[src/wdt_regs.svh]
// Purpose: Offsets, field positions, reset values and timing of the watchdog
// Assumes: 8-bit special-function-register space, 100 MHz system clock
// Notes:   Definitions only
`ifndef WDT_REGS_SVH
`define WDT_REGS_SVH

`define WDT_ADDR_PWR_FLAGS   8'h97
`define WDT_ADDR_CONTROL     8'hE1

`define WDT_BIT_RESET_EN     7
`define WDT_BIT_RUN_PD       6
`define WDT_BIT_RUN_EN       5
`define WDT_BIT_CLEAR        4
`define WDT_BIT_RUN_IDLE     3
`define WDT_BIT_PS_HI        2
`define WDT_BIT_PS_LO        0
`define WDT_BIT_OVF_FLAG     0

`define WDT_CONTROL_RESET    8'h00

`define WDT_CNT_WIDTH        9
`define WDT_PRE_WIDTH        7
`define WDT_CNT_MAX          9'h1FF

`define WDT_SYS_CLK_HZ       100000000
`define WDT_RC_OSC_HZ        32000
`define WDT_SYNC_STAGES      2

`endif

[src/wdt_pkg.sv]
// Purpose: Types shared by the watchdog files
// Assumes: Included constants header
// Notes:   Fields carried as packed structs
package wdt_pkg;

  // Control fields held in the control register
  typedef struct packed {
    logic       reset_en;
    logic       run_pd;
    logic       run_en;
    logic       run_idle;
    logic [2:0] prescale_sel;
  } wdt_ctrl_t;

  // Fuse options presented by the option block
  typedef struct packed {
    logic       auto_enable;
    logic       write_protect;
    logic       reset_en;
    logic       run_pd;
    logic       run_idle;
    logic [2:0] prescale_sel;
  } wdt_fuse_t;

  // One register access from the processor
  typedef struct packed {
    logic       wr;
    logic       rd;
    logic       page_p;
    logic [7:0] addr;
    logic [7:0] wdata;
  } wdt_sfr_req_t;

  // Start-up sequence after power-on reset
  typedef enum logic [1:0] {
    WDT_ST_WAIT = 2'b00,
    WDT_ST_LOAD = 2'b01,
    WDT_ST_RUN  = 2'b10
  } wdt_init_t;

endpackage

[src/wdt_sync.sv]
// Purpose: Two-stage synchroniser for inputs from outside the clock domain
// Assumes: Inputs change slowly relative to clk
// Notes:   Stage one feeds only stage two
`timescale 1ns/1ps
module wdt_sync #(
  parameter int WIDTH = 1
) (
  input  wire logic             clk,    // System clock
  input  wire logic             arst_n, // Power-on reset, active low
  input  wire logic             ce,     // Clock enable
  input  wire logic [WIDTH-1:0] d,      // Asynchronous input
  output logic      [WIDTH-1:0] q       // Synchronised output
);

  logic [WIDTH-1:0] meta_q;

  // Two flops in series
  always_ff @(posedge clk or negedge arst_n) begin
    if (!arst_n) begin
      meta_q <= '0;
      q      <= '0;
    end else if (ce) begin
      meta_q <= d;
      q      <= meta_q;
    end
  end

endmodule

[src/wdt_core.sv]
// Purpose: Watchdog timer with fuse initialisation and write protection
// Assumes: arst_n is the power-on reset; soft_rst covers other resets
// Notes:   Registers reached through the processor SFR access port
`timescale 1ns/1ps
`include "wdt_regs.svh"

module wdt_core
  import wdt_pkg::*;
#(
  parameter int CNT_W = `WDT_CNT_WIDTH,
  parameter int PRE_W = `WDT_PRE_WIDTH
) (
  input  wire logic         clk,              // System clock, 100 MHz
  input  wire logic         arst_n,           // Power-on reset, active low
  input  wire logic         ce,               // Clock enable, freezes state
  input  wire logic         soft_rst,         // Pin, software, watchdog reset
  input  wire wdt_sfr_req_t sfr,              // Register access request
  input  wire logic         low_speed_rc_osc, // 32 kHz oscillator input
  input  wire wdt_fuse_t    fuse,             // Fuse options
  input  wire logic         cpu_idle,         // Processor in idle mode
  input  wire logic         cpu_powerdown,    // Processor in power-down
  output logic      [7:0]   sfr_rdata_q,      // Registered read data
  output logic              overflow_flag_q,  // Sticky overflow flag
  output logic              wdt_reset_q,      // System reset pulse
  output logic              wdt_running_q     // Counter is advancing
);

  // Refuse shapes the logic cannot serve
  if (CNT_W != `WDT_CNT_WIDTH || PRE_W != `WDT_PRE_WIDTH) begin : g_chk
    $error("wdt_core supports only a 9-bit counter and 7-bit prescaler");
  end

  localparam int SYNC_W = $bits(wdt_fuse_t) + 1;

  // Power-on value of the stored control bits; bit 4 is a strobe only
  localparam logic [7:0] CTRL_POR  = `WDT_CONTROL_RESET;
  localparam wdt_ctrl_t  CTRL_INIT = {
    CTRL_POR[`WDT_BIT_RESET_EN:`WDT_BIT_RUN_EN],
    CTRL_POR[`WDT_BIT_RUN_IDLE:`WDT_BIT_PS_LO]};

  wdt_ctrl_t        ctrl_q, ctrl_d;
  wdt_init_t        init_q, init_d;
  logic [CNT_W-1:0] cnt_q, cnt_d;
  logic [PRE_W-1:0] pre_q, pre_d;
  logic             rc_prev_q;
  logic             settle_q;
  logic             flag_d;
  logic [SYNC_W-1:0] sync_out;
  wdt_fuse_t        fuse_s;
  logic             rc_s;

  // Fuses and oscillator come from outside the clock domain
  wdt_sync #(
    .WIDTH (SYNC_W)
  ) u_sync (
    .clk    (clk),
    .arst_n (arst_n),
    .ce     (ce),
    .d      ({fuse, low_speed_rc_osc}),
    .q      (sync_out)
  );

  assign fuse_s = wdt_fuse_t'(sync_out[SYNC_W-1:1]);
  assign rc_s   = sync_out[0];

  // Register decode
  wire hit_ctrl  = sfr.addr == `WDT_ADDR_CONTROL;
  wire hit_flags = sfr.addr == `WDT_ADDR_PWR_FLAGS;
  wire wr_ctrl   = sfr.wr && hit_ctrl && (init_q == WDT_ST_RUN);
  wire wr_flags  = sfr.wr && hit_flags;
  wire clr_cnt   = wr_ctrl && sfr.wdata[`WDT_BIT_CLEAR];
  wire lock_all  = fuse_s.auto_enable && fuse_s.write_protect;
  wire lock_cfg  = fuse_s.write_protect;
  wire cfg_wr    = wr_ctrl && !lock_all;

  // Enable bits: page-P writes freely, normal pages only set
  wire [2:0] en_old = {ctrl_q.reset_en, ctrl_q.run_pd, ctrl_q.run_en};
  wire [2:0] en_wd  = sfr.wdata[`WDT_BIT_RESET_EN:`WDT_BIT_RUN_EN];
  wire [2:0] en_new = sfr.page_p ? en_wd : (en_old | en_wd);

  // Run conditions per processor mode
  wire idle_ok = ctrl_q.run_idle || ctrl_q.run_pd
               || fuse_s.run_pd;
  wire mode_ok = cpu_powerdown ? ctrl_q.run_pd
               : (cpu_idle ? idle_ok : 1'b1);
  wire running = ctrl_q.run_en && mode_ok;

  // Prescaler tap chosen by prescale_sel
  wire             rc_tick  = rc_s && !rc_prev_q;
  wire [7:0]       mask_w   = (8'h01 << ctrl_q.prescale_sel) - 8'h01;
  wire [PRE_W-1:0] pre_mask = mask_w[PRE_W-1:0];
  wire             base_tk  = running && rc_tick;
  wire             pre_tk   = base_tk
                            && ((pre_q & pre_mask) == pre_mask);
  wire             ovf      = pre_tk && (cnt_q == `WDT_CNT_MAX)
                            && !clr_cnt;

  // Control register next value
  always_comb begin
    ctrl_d = ctrl_q;
    init_d = init_q;
    case (init_q)
      WDT_ST_WAIT: begin
        // Hold one more edge so the fuse synchroniser has settled
        if (settle_q) begin
          init_d = WDT_ST_LOAD;
        end
      end
      WDT_ST_LOAD: begin
        init_d = WDT_ST_RUN;
        if (fuse_s.auto_enable) begin
          ctrl_d.run_en       = 1'b1;
          ctrl_d.reset_en     = fuse_s.reset_en;
          ctrl_d.run_pd       = fuse_s.run_pd;
          ctrl_d.run_idle     = fuse_s.run_idle;
          ctrl_d.prescale_sel = fuse_s.prescale_sel;
        end
      end
      WDT_ST_RUN: begin
        if (cfg_wr) begin
          ctrl_d.run_en = en_new[0];
          if (!lock_cfg) begin
            ctrl_d.reset_en     = en_new[2];
            ctrl_d.run_pd       = en_new[1];
            ctrl_d.run_idle     = sfr.wdata[`WDT_BIT_RUN_IDLE];
            ctrl_d.prescale_sel =
              sfr.wdata[`WDT_BIT_PS_HI:`WDT_BIT_PS_LO];
          end
        end
      end
      default: begin
        init_d = WDT_ST_WAIT;
      end
    endcase
  end

  // Counter and prescaler next value
  always_comb begin
    cnt_d = cnt_q;
    pre_d = pre_q;
    if (soft_rst || clr_cnt) begin
      cnt_d = '0;
      pre_d = '0;
    end else begin
      if (base_tk) begin
        pre_d = pre_q + 1'b1;
      end
      if (pre_tk) begin
        cnt_d = cnt_q + 1'b1;
      end
    end
  end

  // Flag: a new overflow wins over a software clear
  always_comb begin
    flag_d = overflow_flag_q;
    if (wr_flags && sfr.wdata[`WDT_BIT_OVF_FLAG]) begin
      flag_d = 1'b0;
    end
    if (ovf) begin
      flag_d = 1'b1;
    end
  end

  // Read data multiplexer
  wire [7:0] ctrl_rd = {ctrl_q.reset_en, ctrl_q.run_pd, ctrl_q.run_en,
                        1'b0, ctrl_q.run_idle, ctrl_q.prescale_sel};
  wire [7:0] rd_mux  = hit_ctrl  ? ctrl_rd
                     : hit_flags ? {7'h00, overflow_flag_q}
                     : 8'h00;

  // Control state only returns to default on power-on reset
  always_ff @(posedge clk or negedge arst_n) begin
    if (!arst_n) begin
      ctrl_q   <= CTRL_INIT;
      init_q   <= WDT_ST_WAIT;
      settle_q <= 1'b0;
    end else if (ce) begin
      ctrl_q   <= ctrl_d;
      init_q   <= init_d;
      settle_q <= 1'b1;
    end
  end

  // Counting state and outputs
  always_ff @(posedge clk or negedge arst_n) begin
    if (!arst_n) begin
      cnt_q           <= '0;
      pre_q           <= '0;
      rc_prev_q       <= 1'b0;
      overflow_flag_q <= 1'b0;
      wdt_reset_q     <= 1'b0;
      wdt_running_q   <= 1'b0;
      sfr_rdata_q     <= 8'h00;
    end else if (ce) begin
      cnt_q           <= cnt_d;
      pre_q           <= pre_d;
      rc_prev_q       <= rc_s;
      overflow_flag_q <= flag_d;
      wdt_reset_q     <= ovf && ctrl_q.reset_en;
      wdt_running_q   <= running;
      if (sfr.rd) begin
        sfr_rdata_q <= rd_mux;
      end
    end
  end

endmodule

[config.mk]
export PLATFORM = sky130hd
export DESIGN_NAME = wdt_core
export DESIGN_NICKNAME = d
export VERILOG_FILES = /design/src/wdt_pkg.sv /design/src/wdt_sync.sv /design/src/wdt_core.sv
export VERILOG_INCLUDE_DIRS = /design/src
export SDC_FILE = /design/constraint.sdc
export NUM_CORES = 1
export LEC_CHECK = 0
export ABC_AREA = 1
export BUFFER_PORTS_ARGS = -buffer_cell sky130_fd_sc_hd__buf_2
export CORE_ASPECT_RATIO = 0.9
export CORE_MARGIN = 8
export CORE_UTILIZATION = 46
export DETAILED_ROUTE_END_ITERATION = 10
export PLACE_DENSITY = 0.67
export RECOVER_POWER = 50
export SYNTH_ARGS = -nofsm -noshare
export SYNTH_HDL_FRONTEND = slang
export SYNTH_SLANG_ARGS = --single-unit
[constraint.sdc]
create_clock -name clk -period 2 [get_ports clk]
set_input_delay 0 -clock clk [delete_from_list [all_inputs] [get_ports clk]]
set_output_delay 0 -clock clk [all_outputs]
set_load 0.02 [all_outputs]
==> flow_summary.yaml, run 1 <==
timing:
  worst_pin_slew_ns: 1.352
  hold_violations: 0
  grt_setup_unrepaired: "no"
  slew_headroom_pct: 9.845
  slew_viol_final: 0
  finalCritPeriodShare_pct: 92.84
  fin_skew_ns: 0.008217
  min_period_ns: 1.857
  setup_viol: 0
  max_freq_ghz: 0.5385
  fin_tns_setup_ns: 0
synth:
  netlist_instances: 359
  synth_top_area_share_pct: 47.70
  synth_edf_count: 0
  synth_top_area_cell: "dfrtp_1"
  yosys-top-cells-area: "dfrtp_1, nand2_1, nand3_1"
  syn-num-nets: 396
  async_flop_share_pct: 100.0
  synthXorXnorAreaFrac_pct: 2.732
  synth_area_um2: 2885
  muxShareOfSynthArea_pct: 0.6938
  synth_flop_cell: "dfrtp_1"
  seq_area_frac_synth_pct: 47.70
  synth_top_family_by_area: "simple AND/OR/NAND/NOR gates"
  synth-simple-area-share_pct: 31.87
  synth_seq_cells: 55
  ys_types: 33
  synth-compound-area-share_pct: 7.979
  synth-adder-area-share_pct: 1.301
  synth_area_per_cell_um2: 8.037
  ys_warn_count: 0
final_layout:
  areaGrowthSynthToFinish_pct: 18.99
  layout-drive-gt1-share_pct: 20.10
  nets: 454
  final_cell_area_um2: 3433
  fillCellCount: 569
  utilization_pct: 56.46
  antenna_cells: 0
power:
  clkPwrFrac_pct: 28.8
  pwr-share-comb_pct: 24.2
  p_leak_nw: 1.858
  seq_power_share_pct: 47.0
  p_sw_mw: 0.9184
  internal-power_mw: 2.033
  peakVddDrop_v: 0.0005451
  p_per_area_nw_per_um2: 859.7
  swShare_pct: 31.12
routing:
  routed_wl_um: 6514
  viasPerCell: 4.924
  avgRoutedWirePerCell_um: 13.29
  drt_iter0_drc: 147
  first_pass_iters: 4
  post-route-drc-count: 0
  ant_nets: 0
  vias: 2413
placement:
  io_buffers: 43
  gp_congestion: 0.8128
  hpwlAfterDp_um: 4696
  placed_area_um2: 3176
worst_hold_path:
  min_path_type: "input port to register"
critical_path:
  worst-path-max-fanout: 4
  cp-start-kind: "register"
  cp.arrival_ns: 2.05
  crit_family: "buffers and inverters"
  endpoint_kind: "register"
  cp_common_cell: "nand2_1"
  crit_type: "register to register"
  slowest_delay_ns: 0.55
  crit_chain: "inv_2 > nand2_2 > nor2_4 > nand3_2 > o21ai_2 > nand3_1 > nand2_1 > nand2_1 > dlygate4sd3_1"
  critPathRequiredTime_ns: 2.19
  critPathSlowestCell: "dlygate4sd3_1"
  path_buf_inv: 2
clocking:
  cts_tree: "done"
  post_cts_buffers: 0
  cts-root-buf: "clkbuf_8"
  worstSkewPairLatency_ns: 0.30
  clock_path_buffers: 2
  cts.htree.levels: 2
  path_clk_slew_ns: 0.10
  cts_inserted_buffers: 5
  cts_resized: 0
  cts_sinks: 55
outcome:
  status: "finished clean"
die:
  num_rows: 27
  die_x_um: 99.48
  coreArea_um2: 6081
  die_h_um: 91.14
  start_util_pct: 47.45
  pin_count: 45
  die-area_um2: 9066
grt:
  antenna_found_initial: 0
  grt_pass1_vias: 2431
  grtUsageTotal_pct: 15.40
  grt_pass1_wl_um: 11550
  grt_start_max_net_pins: 56
  grt-ovfl-total: 0
run:
  drv_cap: 0
routing by layer:
metal	wire, um	track usage (%)
met1	3233	20.94
met2	2864	23.64
met3	377	4.043
met4	38	4.030
met5	0	0
synth_stat cells, types with 2 or more instances:
cell type    n
xnor2_1      3
nor2_4       3
and3_1       2
nor3_1       3
o21ai_2      7
nand3_1     29
a21oi_1      3
xor2_1       6
o31ai_1      7
inv_2        3
o21ai_0     17
nor2_1      17
mux2i_1      2
dfrtp_1     55
buf_4        2
buf_6        2
nand2_2      8
nand2_4      3
clkbuf_1     6
nand2_1    122
inv_1       38
ha_1         3
nand4_1      8
cell usage in the layout, fill, tap and decap left out, types with 2 or more instances in the layout:
| master | n |
|---|---|
| buf_4 | 4 |
| nor3_1 | 3 |
| dlygate4sd3_1 | 14 |
| o21ai_2 | 7 |
| nor2_1 | 17 |
| o21ai_0 | 17 |
| a21oi_1 | 3 |
| clkbuf_8 | 5 |
| nand2_4 | 3 |
| and3_1 | 2 |
| nand2_1 | 122 |
| bufinv_16 | 2 |
| buf_2 | 43 |
| ha_1 | 3 |
| nand3_1 | 29 |
| nand2_2 | 8 |
| o31ai_1 | 7 |
| xor2_1 | 6 |
| inv_1 | 38 |
| mux2i_1 | 2 |
| nand4_1 | 8 |
| inv_2 | 3 |
| xnor2_1 | 3 |
| nor2_4 | 3 |
| dfrtp_1 | 55 |
worst min-delay path, stage by stage:
cell and delay [ns]:
buf_2 0.08, o31ai_1 0.08, o21ai_2 0.12
kinds of logic (layout without fill, tap and decap cells):
| group | after synthesis | count (layout) |
|---|---|---|
| buf+inv | 52 | 111 |
| flops | 55 | 55 |
| mux | 2 | 2 |
| compound gates | 36 | 36 |
| simple gates | 201 | 201 |
| fa+ha+maj | 3 | 3 |
| xor+xnor | 9 | 9 |
| other cells | 1 | 1 |
power groups by stage:
| stage | combinational, mW | sequential [mW] | clock (mW) |
|---|---|---|---|
| after floorplan | 0.491 | 1.39 | 0 |
| after global placement | 0.665 | 1.41 | 0 |
| after detailed placement | 0.685 | 1.41 | 0 |
| after CTS | 0.723 | 1.39 | 0.881 |
| after global routing | 0.819 | 1.41 | 0.913 |
| final | 0.714 | 1.39 | 0.850 |
path summary, 6_finish.rpt:
| check | start | end | slack (ns) | cells after the start |
|---|---|---|---|---|
| max reg2reg | init_q[0]$_DFFE_PN0P_ | ctrl_q[4]$_DFFE_PN0P_ | 0.14 | 9 |
| max in group asynchronous | arst_n | overflow_flag_q$_DFFE_PN0P_ | 0.58 | 3 |
| max | init_q[0]$_DFFE_PN0P_ | ctrl_q[4]$_DFFE_PN0P_ | 0.14 | 9 |
| min in group asynchronous | arst_n | u_sync.meta_q[2]$_DFFE_PN0P_ | 0.61 | 3 |
| min reg2reg | settle_q$_DFFE_PN0P_ | settle_q$_DFFE_PN0P_ | 0.47 | 1 |
| min | sfr[6] | ctrl_q[5]$_DFFE_PN0P_ | 0.006 | 3 |
timing repair:
| action | CTS | global route |
|---|---|---|
| hold endpoints to repair | 68 | 0 |
| setup endpoints to repair | 0 | 0 |
| hold buffers | 14 | 0 |
state kept, by name (all words and copies together) (netlist names):
register	flops
cnt_q	9
ctrl_q	7
init_q	2
overflow_flag_q	1
pre_q	7
rc_prev_q	1
settle_q	1
sfr_rdata_q	7
u_sync.meta_q	9
u_sync.q	9
wdt_reset_q	1
wdt_running_q	1
cell type report:
| type | count | area [um2] | area share, % |
|---|---|---|---|
| inverter | 41 | 153.9 | 4.483 |
| timing repair buffer | 62 | 390.4 | 11.37 |
| clock buffer | 6 | 72.57 | 2.114 |
| multi-input combinational | 252 | 1290 | 37.57 |
| tap | 72 | 90.09 | 2.624 |
| clock inverter | 2 | 60.06 | 1.749 |
| sequential | 55 | 1376 | 40.09 |
per-stage QoR:
stage | hold slack (ns) | cells | setup slack, ns | total power, mW
floorplan | -0.2956 | 359 | 0.5068 | 1.878
global placement | 0.02195 | 468 | 0.4390 | 2.071
detailed placement | 0.02560 | 468 | 0.3917 | 2.092
CTS | 0.0008463 | 490 | 0.1516 | 2.990
global route | 0.005898 | 490 | 0.01922 | 3.141
finish | 0.006130 | 490 | 0.1431 | 2.952
(Power assumes the default switching activity.)
==> run 2, diff against run 1 <==
- HOLD_SLACK_MARGIN: not set -> 0.15
==> run 2 against run 1 <==
Hold slack better by 0.15 ns; sequential power about the same; flip-flop and latch count unchanged; critical endpoint unchanged.
==> flow_summary.yaml, run 2 (same netlist as run 1, synthesis figures left out) <==
outcome:
  status: "finished clean"
routing:
  first_pass_iters: 4
  routed_wl_um: 6701
  avgRoutedWirePerCell_um: 13.30
  viasPerCell: 4.962
  drt_iter0_drc: 169
  ant_nets: 0
  vias: 2501
  post-route-drc-count: 0
placement:
  io_buffers: 43
  post-place-cells: 468
  placed_area_um2: 3176
  hpwlAfterDp_um: 4696
  pre_cts_slack_ns: 0.3917
  gp_congestion: 0.8128
power:
  seq_power_share_pct: 46.4
  p_leak_nw: 1.888
  internal-power_mw: 2.059
  p_per_area_nw_per_um2: 837.3
  peakVddDrop_v: 0.0005721
  pwr-share-comb_pct: 25.0
  p_sw_mw: 0.9282
  swShare_pct: 31.08
  clkPwrFrac_pct: 28.6
critical_path:
  cp_common_cell: "nand2_1"
  r2r_end: "ctrl_q[4]$_DFFE_PN0P_"
  critPathSlowestCell: "dlygate4sd3_1"
  cp.arrival_ns: 2.05
  endpoint_kind: "register"
  slowest_delay_ns: 0.55
  cp-start-kind: "register"
  worst-path-max-fanout: 4
  crit_type: "register to register"
  setup.worst_path.start: "init_q[0]$_DFFE_PN0P_"
  regToRegSetupSlack_ns: 0.15
  crit_chain: "inv_2 > nand2_2 > nor2_4 > nand3_2 > o21ai_2 > nand3_1 > nand2_1 > nand2_1 > dlygate4sd3_1"
  crit_family: "buffers and inverters"
  cp_num_cells: 9
  reg2reg_from: "init_q[0]$_DFFE_PN0P_"
  path_buf_inv: 2
  critPathRequiredTime_ns: 2.20
  reg2reg_depth: 9
final_layout:
  largest_registers: "cnt_q: 9 flops, u_sync.meta_q: 9 flops, u_sync.q: 9 flops"
  final_cell_count_no_fill: 504
  final_cell_area_um2: 3567
  antenna_cells: 0
  fillCellCount: 551
  final_cell_mix: "nand2_1, dfrtp_1, inv_1, buf_2, nand3_1"
  nets: 468
  layout-drive-gt1-share_pct: 18.29
  final_common_cell: "nand2_1"
  areaGrowthSynthToFinish_pct: 23.63
grt:
  grt-ovfl-total: 0
  grtUsageTotal_pct: 15.97
  grt_pass1_wl_um: 12050
  grt_pass1_vias: 2544
  grt_start_max_net_pins: 56
  antenna_found_initial: 0
clocking:
  worstSkewPairLatency_ns: 0.30
  cts-root-buf: "clkbuf_8"
  cts_tree: "done"
  cts_sinks: 55
  cts_inserted_buffers: 5
  cts.htree.levels: 2
  path_clk_slew_ns: 0.10
  clock_path_buffers: 2
die:
  start_util_pct: 47.45
  coreArea_um2: 6081
  pin_count: 45
  die-area_um2: 9066
  num_rows: 27
  die_h_um: 91.14
  die_x_um: 99.48
worst_hold_path:
  hp-start: "sfr[16]"
  whs_path_depth: 4
  holdPathEnd: "ctrl_q[5]$_DFFE_PN0P_"
  min_path_type: "input port to register"
timing:
  slew_viol_final: 0
  hold_violations: 0
  fin_skew_ns: 0.01057
  worst_pin_slew_ns: 1.336
  setup_viol: 0
  grt_setup_unrepaired: "no"
  max_freq_ghz: 0.5391
  finalCritPeriodShare_pct: 92.74
  min_period_ns: 1.855
  fin_ws_ns: 0.1451
  fin_tns_setup_ns: 0
  slew_headroom_pct: 10.95
run:
  drv_cap: 0
-- run 2: how the worst max path moves through the flow --
stage	end
after floorplan	cnt_q[8]$_DFFE_PN0P_
after global placement	cnt_q[8]$_DFFE_PN0P_
after detailed placement	wdt_reset_q$_DFFE_PN0P_
after CTS	ctrl_q[4]$_DFFE_PN0P_
after global routing	ctrl_q[4]$_DFFE_PN0P_
final	ctrl_q[4]$_DFFE_PN0P_
-- run 2: layout make-up --
cell class | instances | area [um2] | area share, %
sequential | 55 | 1376 | 38.58
tap | 72 | 90.09 | 2.525
clock inverter | 2 | 60.06 | 1.684
clock buffer | 6 | 72.57 | 2.034
multi-input combinational | 252 | 1290 | 36.16
timing repair buffer | 76 | 524.3 | 14.70
inverter | 41 | 153.9 | 4.314
-- run 2: power groups by stage --
| stage | Sequential, mW | Combinational [mW] | Clock, mW |
|---|---|---|---|
| floorplan | 1.39 | 0.491 | 0 |
| global placement | 1.41 | 0.665 | 0 |
| detailed placement | 1.41 | 0.685 | 0 |
| finish | 1.39 | 0.745 | 0.855 |
| global route | 1.41 | 0.851 | 0.913 |
| CTS | 1.39 | 0.752 | 0.881 |
-- run 2: timing repair --
action | in CTS | in global routing
buffers inserted | 0 | 0
endpoints found under the hold margin | 81 | 0
resized for setup | 0 | 0
hold buffers | 28 | 0
-- run 2: per-layer routing --
| layer | up-vias | part of all wire (%) | track usage [%] | wire length, um |
|---|---|---|---|---|
| met5 | - | 0 | 0 | 0 |
| met4 | 0 | 0.57 | 4.030 | 38 |
| met3 | 2 | 5.1 | 3.814 | 339 |
| met2 | 49 | 45 | 25.10 | 3015 |
| met1 | 1171 | 49 | 21.54 | 3308 |
| li1 | 1279 | - | - | - |
-- run 2: stage by stage --
step	utilization, %	power, mW	hold slack [ns]
finish	58.66	2.987	0.1568
global route	58.66	3.173	0.1847
CTS	59.01	3.019	0.1525
detailed placement	52.22	2.092	0.02560
global placement	52.22	2.071	0.02195
floorplan	-	1.878	-0.2956
-- run 2: worst min-delay path, delay by kind of cell --
kind / cells / cell delay (ns)
AO/OA/AOI/OAI: 2 / 0.20
AND/OR/NAND/NOR: 1 / 0.11
buffers and inverters: 1 / 0.12
==> run 3, diff against run 2 <==
- SYNTH_HIERARCHICAL: not set -> 1
==> run 3 against run 2 <==
Register-to-register slack better by 0.15 ns; non-clock buffer count down 6; final cell count up 6.3%; clock power up 1%; largest cell class unchanged; synthesized cell count up 5.8%; flip-flop and latch count unchanged; first-iteration DRC count down 28%; synthesized area up 1.6%.
==> flow_summary.yaml, run 3 <==
die:
  start_util_pct: 47.66
  die-area_um2: 9184
  num_rows: 27
  coreArea_um2: 6148
  die_x_um: 100.1
  pin_count: 45
  die_h_um: 91.72
clocking:
  cts-root-buf: "clkbuf_8"
  cts_tree: "done"
  cts_sinks: 55
  post_cts_buffers: 0
  clock_path_buffers: 2
  path_clk_slew_ns: 0.10
  worstSkewPairLatency_ns: 0.31
  cts_inserted_buffers: 5
  cts.htree.levels: 2
critical_path:
  cp_common_cell: "dlygate4sd3_1"
  cp.arrival_ns: 2.15
  reg2reg_from: "init_q[0]$_DFFE_PN0P_"
  worst-path-max-fanout: 7
  endpoint_kind: "register"
  r2r_end: "ctrl_q[4]$_DFFE_PN0P_"
  slowest_delay_ns: 0.57
  crit_chain: "dlygate4sd3_1 > buf_4 > nand3_1 > dlygate4sd3_1 > o21ai_0 > dlygate4sd3_1 > nand2_1"
  reg2reg_depth: 7
  crit_type: "input port to register"
  regToRegSetupSlack_ns: 0.30
  critPathSlowestCell: "dlygate4sd3_1"
  critPathRequiredTime_ns: 2.21
  cp-start-kind: "input port"
final_layout:
  utilization_pct: 58.02
  layout-drive-gt1-share_pct: 15.14
  areaGrowthSynthToFinish_pct: 21.73
  final_cell_mix: "nand2_1, dfrtp_1, inv_1, buf_2, nand3_1"
  antenna_cells: 0
  largest_registers: "cnt_q: 9 flops, u_sync/meta_q: 9 flops, u_sync/q: 9 flops"
  nets: 485
  final_common_cell: "nand2_1"
timing:
  fin_skew_ns: 0.004019
  fin_ws_ns: 0.06152
  worst_hold_slack_ns: 0.1696
  setup_viol: 0
  fin_tns_setup_ns: 0
  worst_pin_slew_ns: 1.348
  hold_violations: 0
  grt_setup_unrepaired: "no"
  finalCritPeriodShare_pct: 96.92
  min_period_ns: 1.938
  max_freq_ghz: 0.5159
  slew_viol_final: 0
  slew_headroom_pct: 10.15
routing:
  first_pass_iters: 4
  post-route-drc-count: 0
  viasPerCell: 4.858
  routed_wl_um: 6938
  vias: 2604
  drt_iter0_drc: 122
  ant_nets: 0
  avgRoutedWirePerCell_um: 12.94
grt:
  antenna_found_initial: 0
  grt_pass1_wl_um: 11930
  grtUsageTotal_pct: 15.90
  grt_pass1_vias: 2494
  grt-ovfl-total: 0
  grt_start_max_net_pins: 38
synth:
  synth_commonest_cells: "nand2_1, dfrtp_1, inv_1"
  synth_seq_cells: 55
  synth_most_common_cell: "nand2_1"
  yosys-top-cells-area: "dfrtp_1, nand2_1, nand3_1"
  synth_top_area_cell: "dfrtp_1"
  synth_top_area_share_pct: 46.97
  ys_types: 36
  seq_area_frac_synth_pct: 46.97
  ys_warn_count: 6
  synth_edf_count: 0
  synth_area_um2: 2930
  async_flop_share_pct: 100.0
  netlist_instances: 380
  synth_flop_cell: "dfrtp_1"
  synth_area_per_cell_um2: 7.711
  syn-num-nets: 417
worst_hold_path:
  hp-start: "soft_rst"
  min_path_type: "input port to register"
  whs_path_depth: 6
  holdPathEnd: "cnt_q[3]$_DFFE_PN0P_"
power:
  clkPwrFrac_pct: 28.9
  seq_power_share_pct: 46.3
  p_leak_nw: 1.911
  pwr-share-comb_pct: 24.8
  internal-power_mw: 2.014
  swShare_pct: 32.62
  p_sw_mw: 0.9751
  p_per_area_nw_per_um2: 837.8
  peakVddDrop_v: 0.0005018
placement:
  hpwlAfterDp_um: 4758
  pre_cts_slack_ns: 0.4568
  gp_congestion: 0.8630
  io_buffers: 43
run:
  drv_cap: 0
outcome:
  status: "finished clean"
==> run 3: power by group through the flow <==
stage          logic, mW  registers (mW)  clock network (mW)
3_3_place_gp       0.692            1.40                   0
4_1_cts            0.746            1.38               0.881
2_1_floorplan      0.514            1.38                   0
5_1_grt            0.847            1.40               0.925
3_5_place_dp       0.703            1.40                   0
6_report           0.740            1.38               0.864
==> run 3: how the worst max path moves through the flow <==
stage               slack, ns             startpoint  cells after the start                     endpoint
floorplan                0.63   cnt_q[0]$_DFFE_PN0P_                     10      wdt_reset_q$_DFFE_PN0P_
detailed placement       0.46  init_q[0]$_DFFE_PN0P_                      8        ctrl_q[0]$_DFFE_PN0P_
CTS                       0.1                     ce                      7  overflow_flag_q$_DFFE_PN0P_
global placement         0.48  init_q[0]$_DFFE_PN0P_                      8        ctrl_q[3]$_DFFE_PN0P_
finish                   0.06                     ce                      7  overflow_flag_q$_DFFE_PN0P_
global route            0.002                     ce                      7  overflow_flag_q$_DFFE_PN0P_
==> run 3: timing repair <==
item / CTS / global route
setup endpoints to repair: 0 / 1
resized for setup: 0 / 2
hold buffers: 24 / 0
endpoints found under the hold margin: 45 / 0
==> run 3: logic make-up (layout without fill, tap and decap cells) <==
family	after synthesis	count (layout)	share of synthesized area, %
other cells	1	1	0.1280
simple gates	242	242	36.93
fa+ha+maj	3	3	1.281
flops	55	55	46.97
xor+xnor	7	7	2.092
buf+inv	52	121	8.112
compound gates	20	20	4.484
==> run 3: critical path, delay by kind of cell <==
kind                   cells  cell delay, ns
AOI/OAI and AO/OA          1            0.16
buffers and inverters      4            1.84
and+or+nand+nor            2            0.14
==> run 3: cell type report <==
| cell class | instances | area, um2 |
|---|---|---|
| flip-flops and latches | 55 | 1376 |
| well taps | 87 | 108.9 |
| inverters | 43 | 168.9 |
| fillers | 590 | 2581 |
| clock inverters | 2 | 60.06 |
| clock buffers | 6 | 72.57 |
| repair buffers | 70 | 464.2 |
| multi-input cells | 273 | 1316 |
==> run 3: metrics by stage <==
| step | area (um2) | power (mW) | instances |
|---|---|---|---|
| floorplan | 2930 | 1.894 | 380 |
| global placement | 3208 | 2.095 | 504 |
| detailed placement | 3208 | 2.107 | 504 |
| CTS | 3581 | 3.011 | 536 |
| global route | 3567 | 3.175 | 536 |
| finish | 3567 | 2.989 | 536 |
==> run 3: layer usage <==
| metal | up-vias | global-route usage, % | share of wire, % |
|---|---|---|---|
| met3 | 7 | 3.701 | 6.7 |
| met5 | - | 0 | 0 |
| met4 | 0 | 4.780 | 0.95 |
| met1 | 1181 | 21.34 | 47 |
| met2 | 84 | 24.81 | 45 |
| li1 | 1332 | - | - |
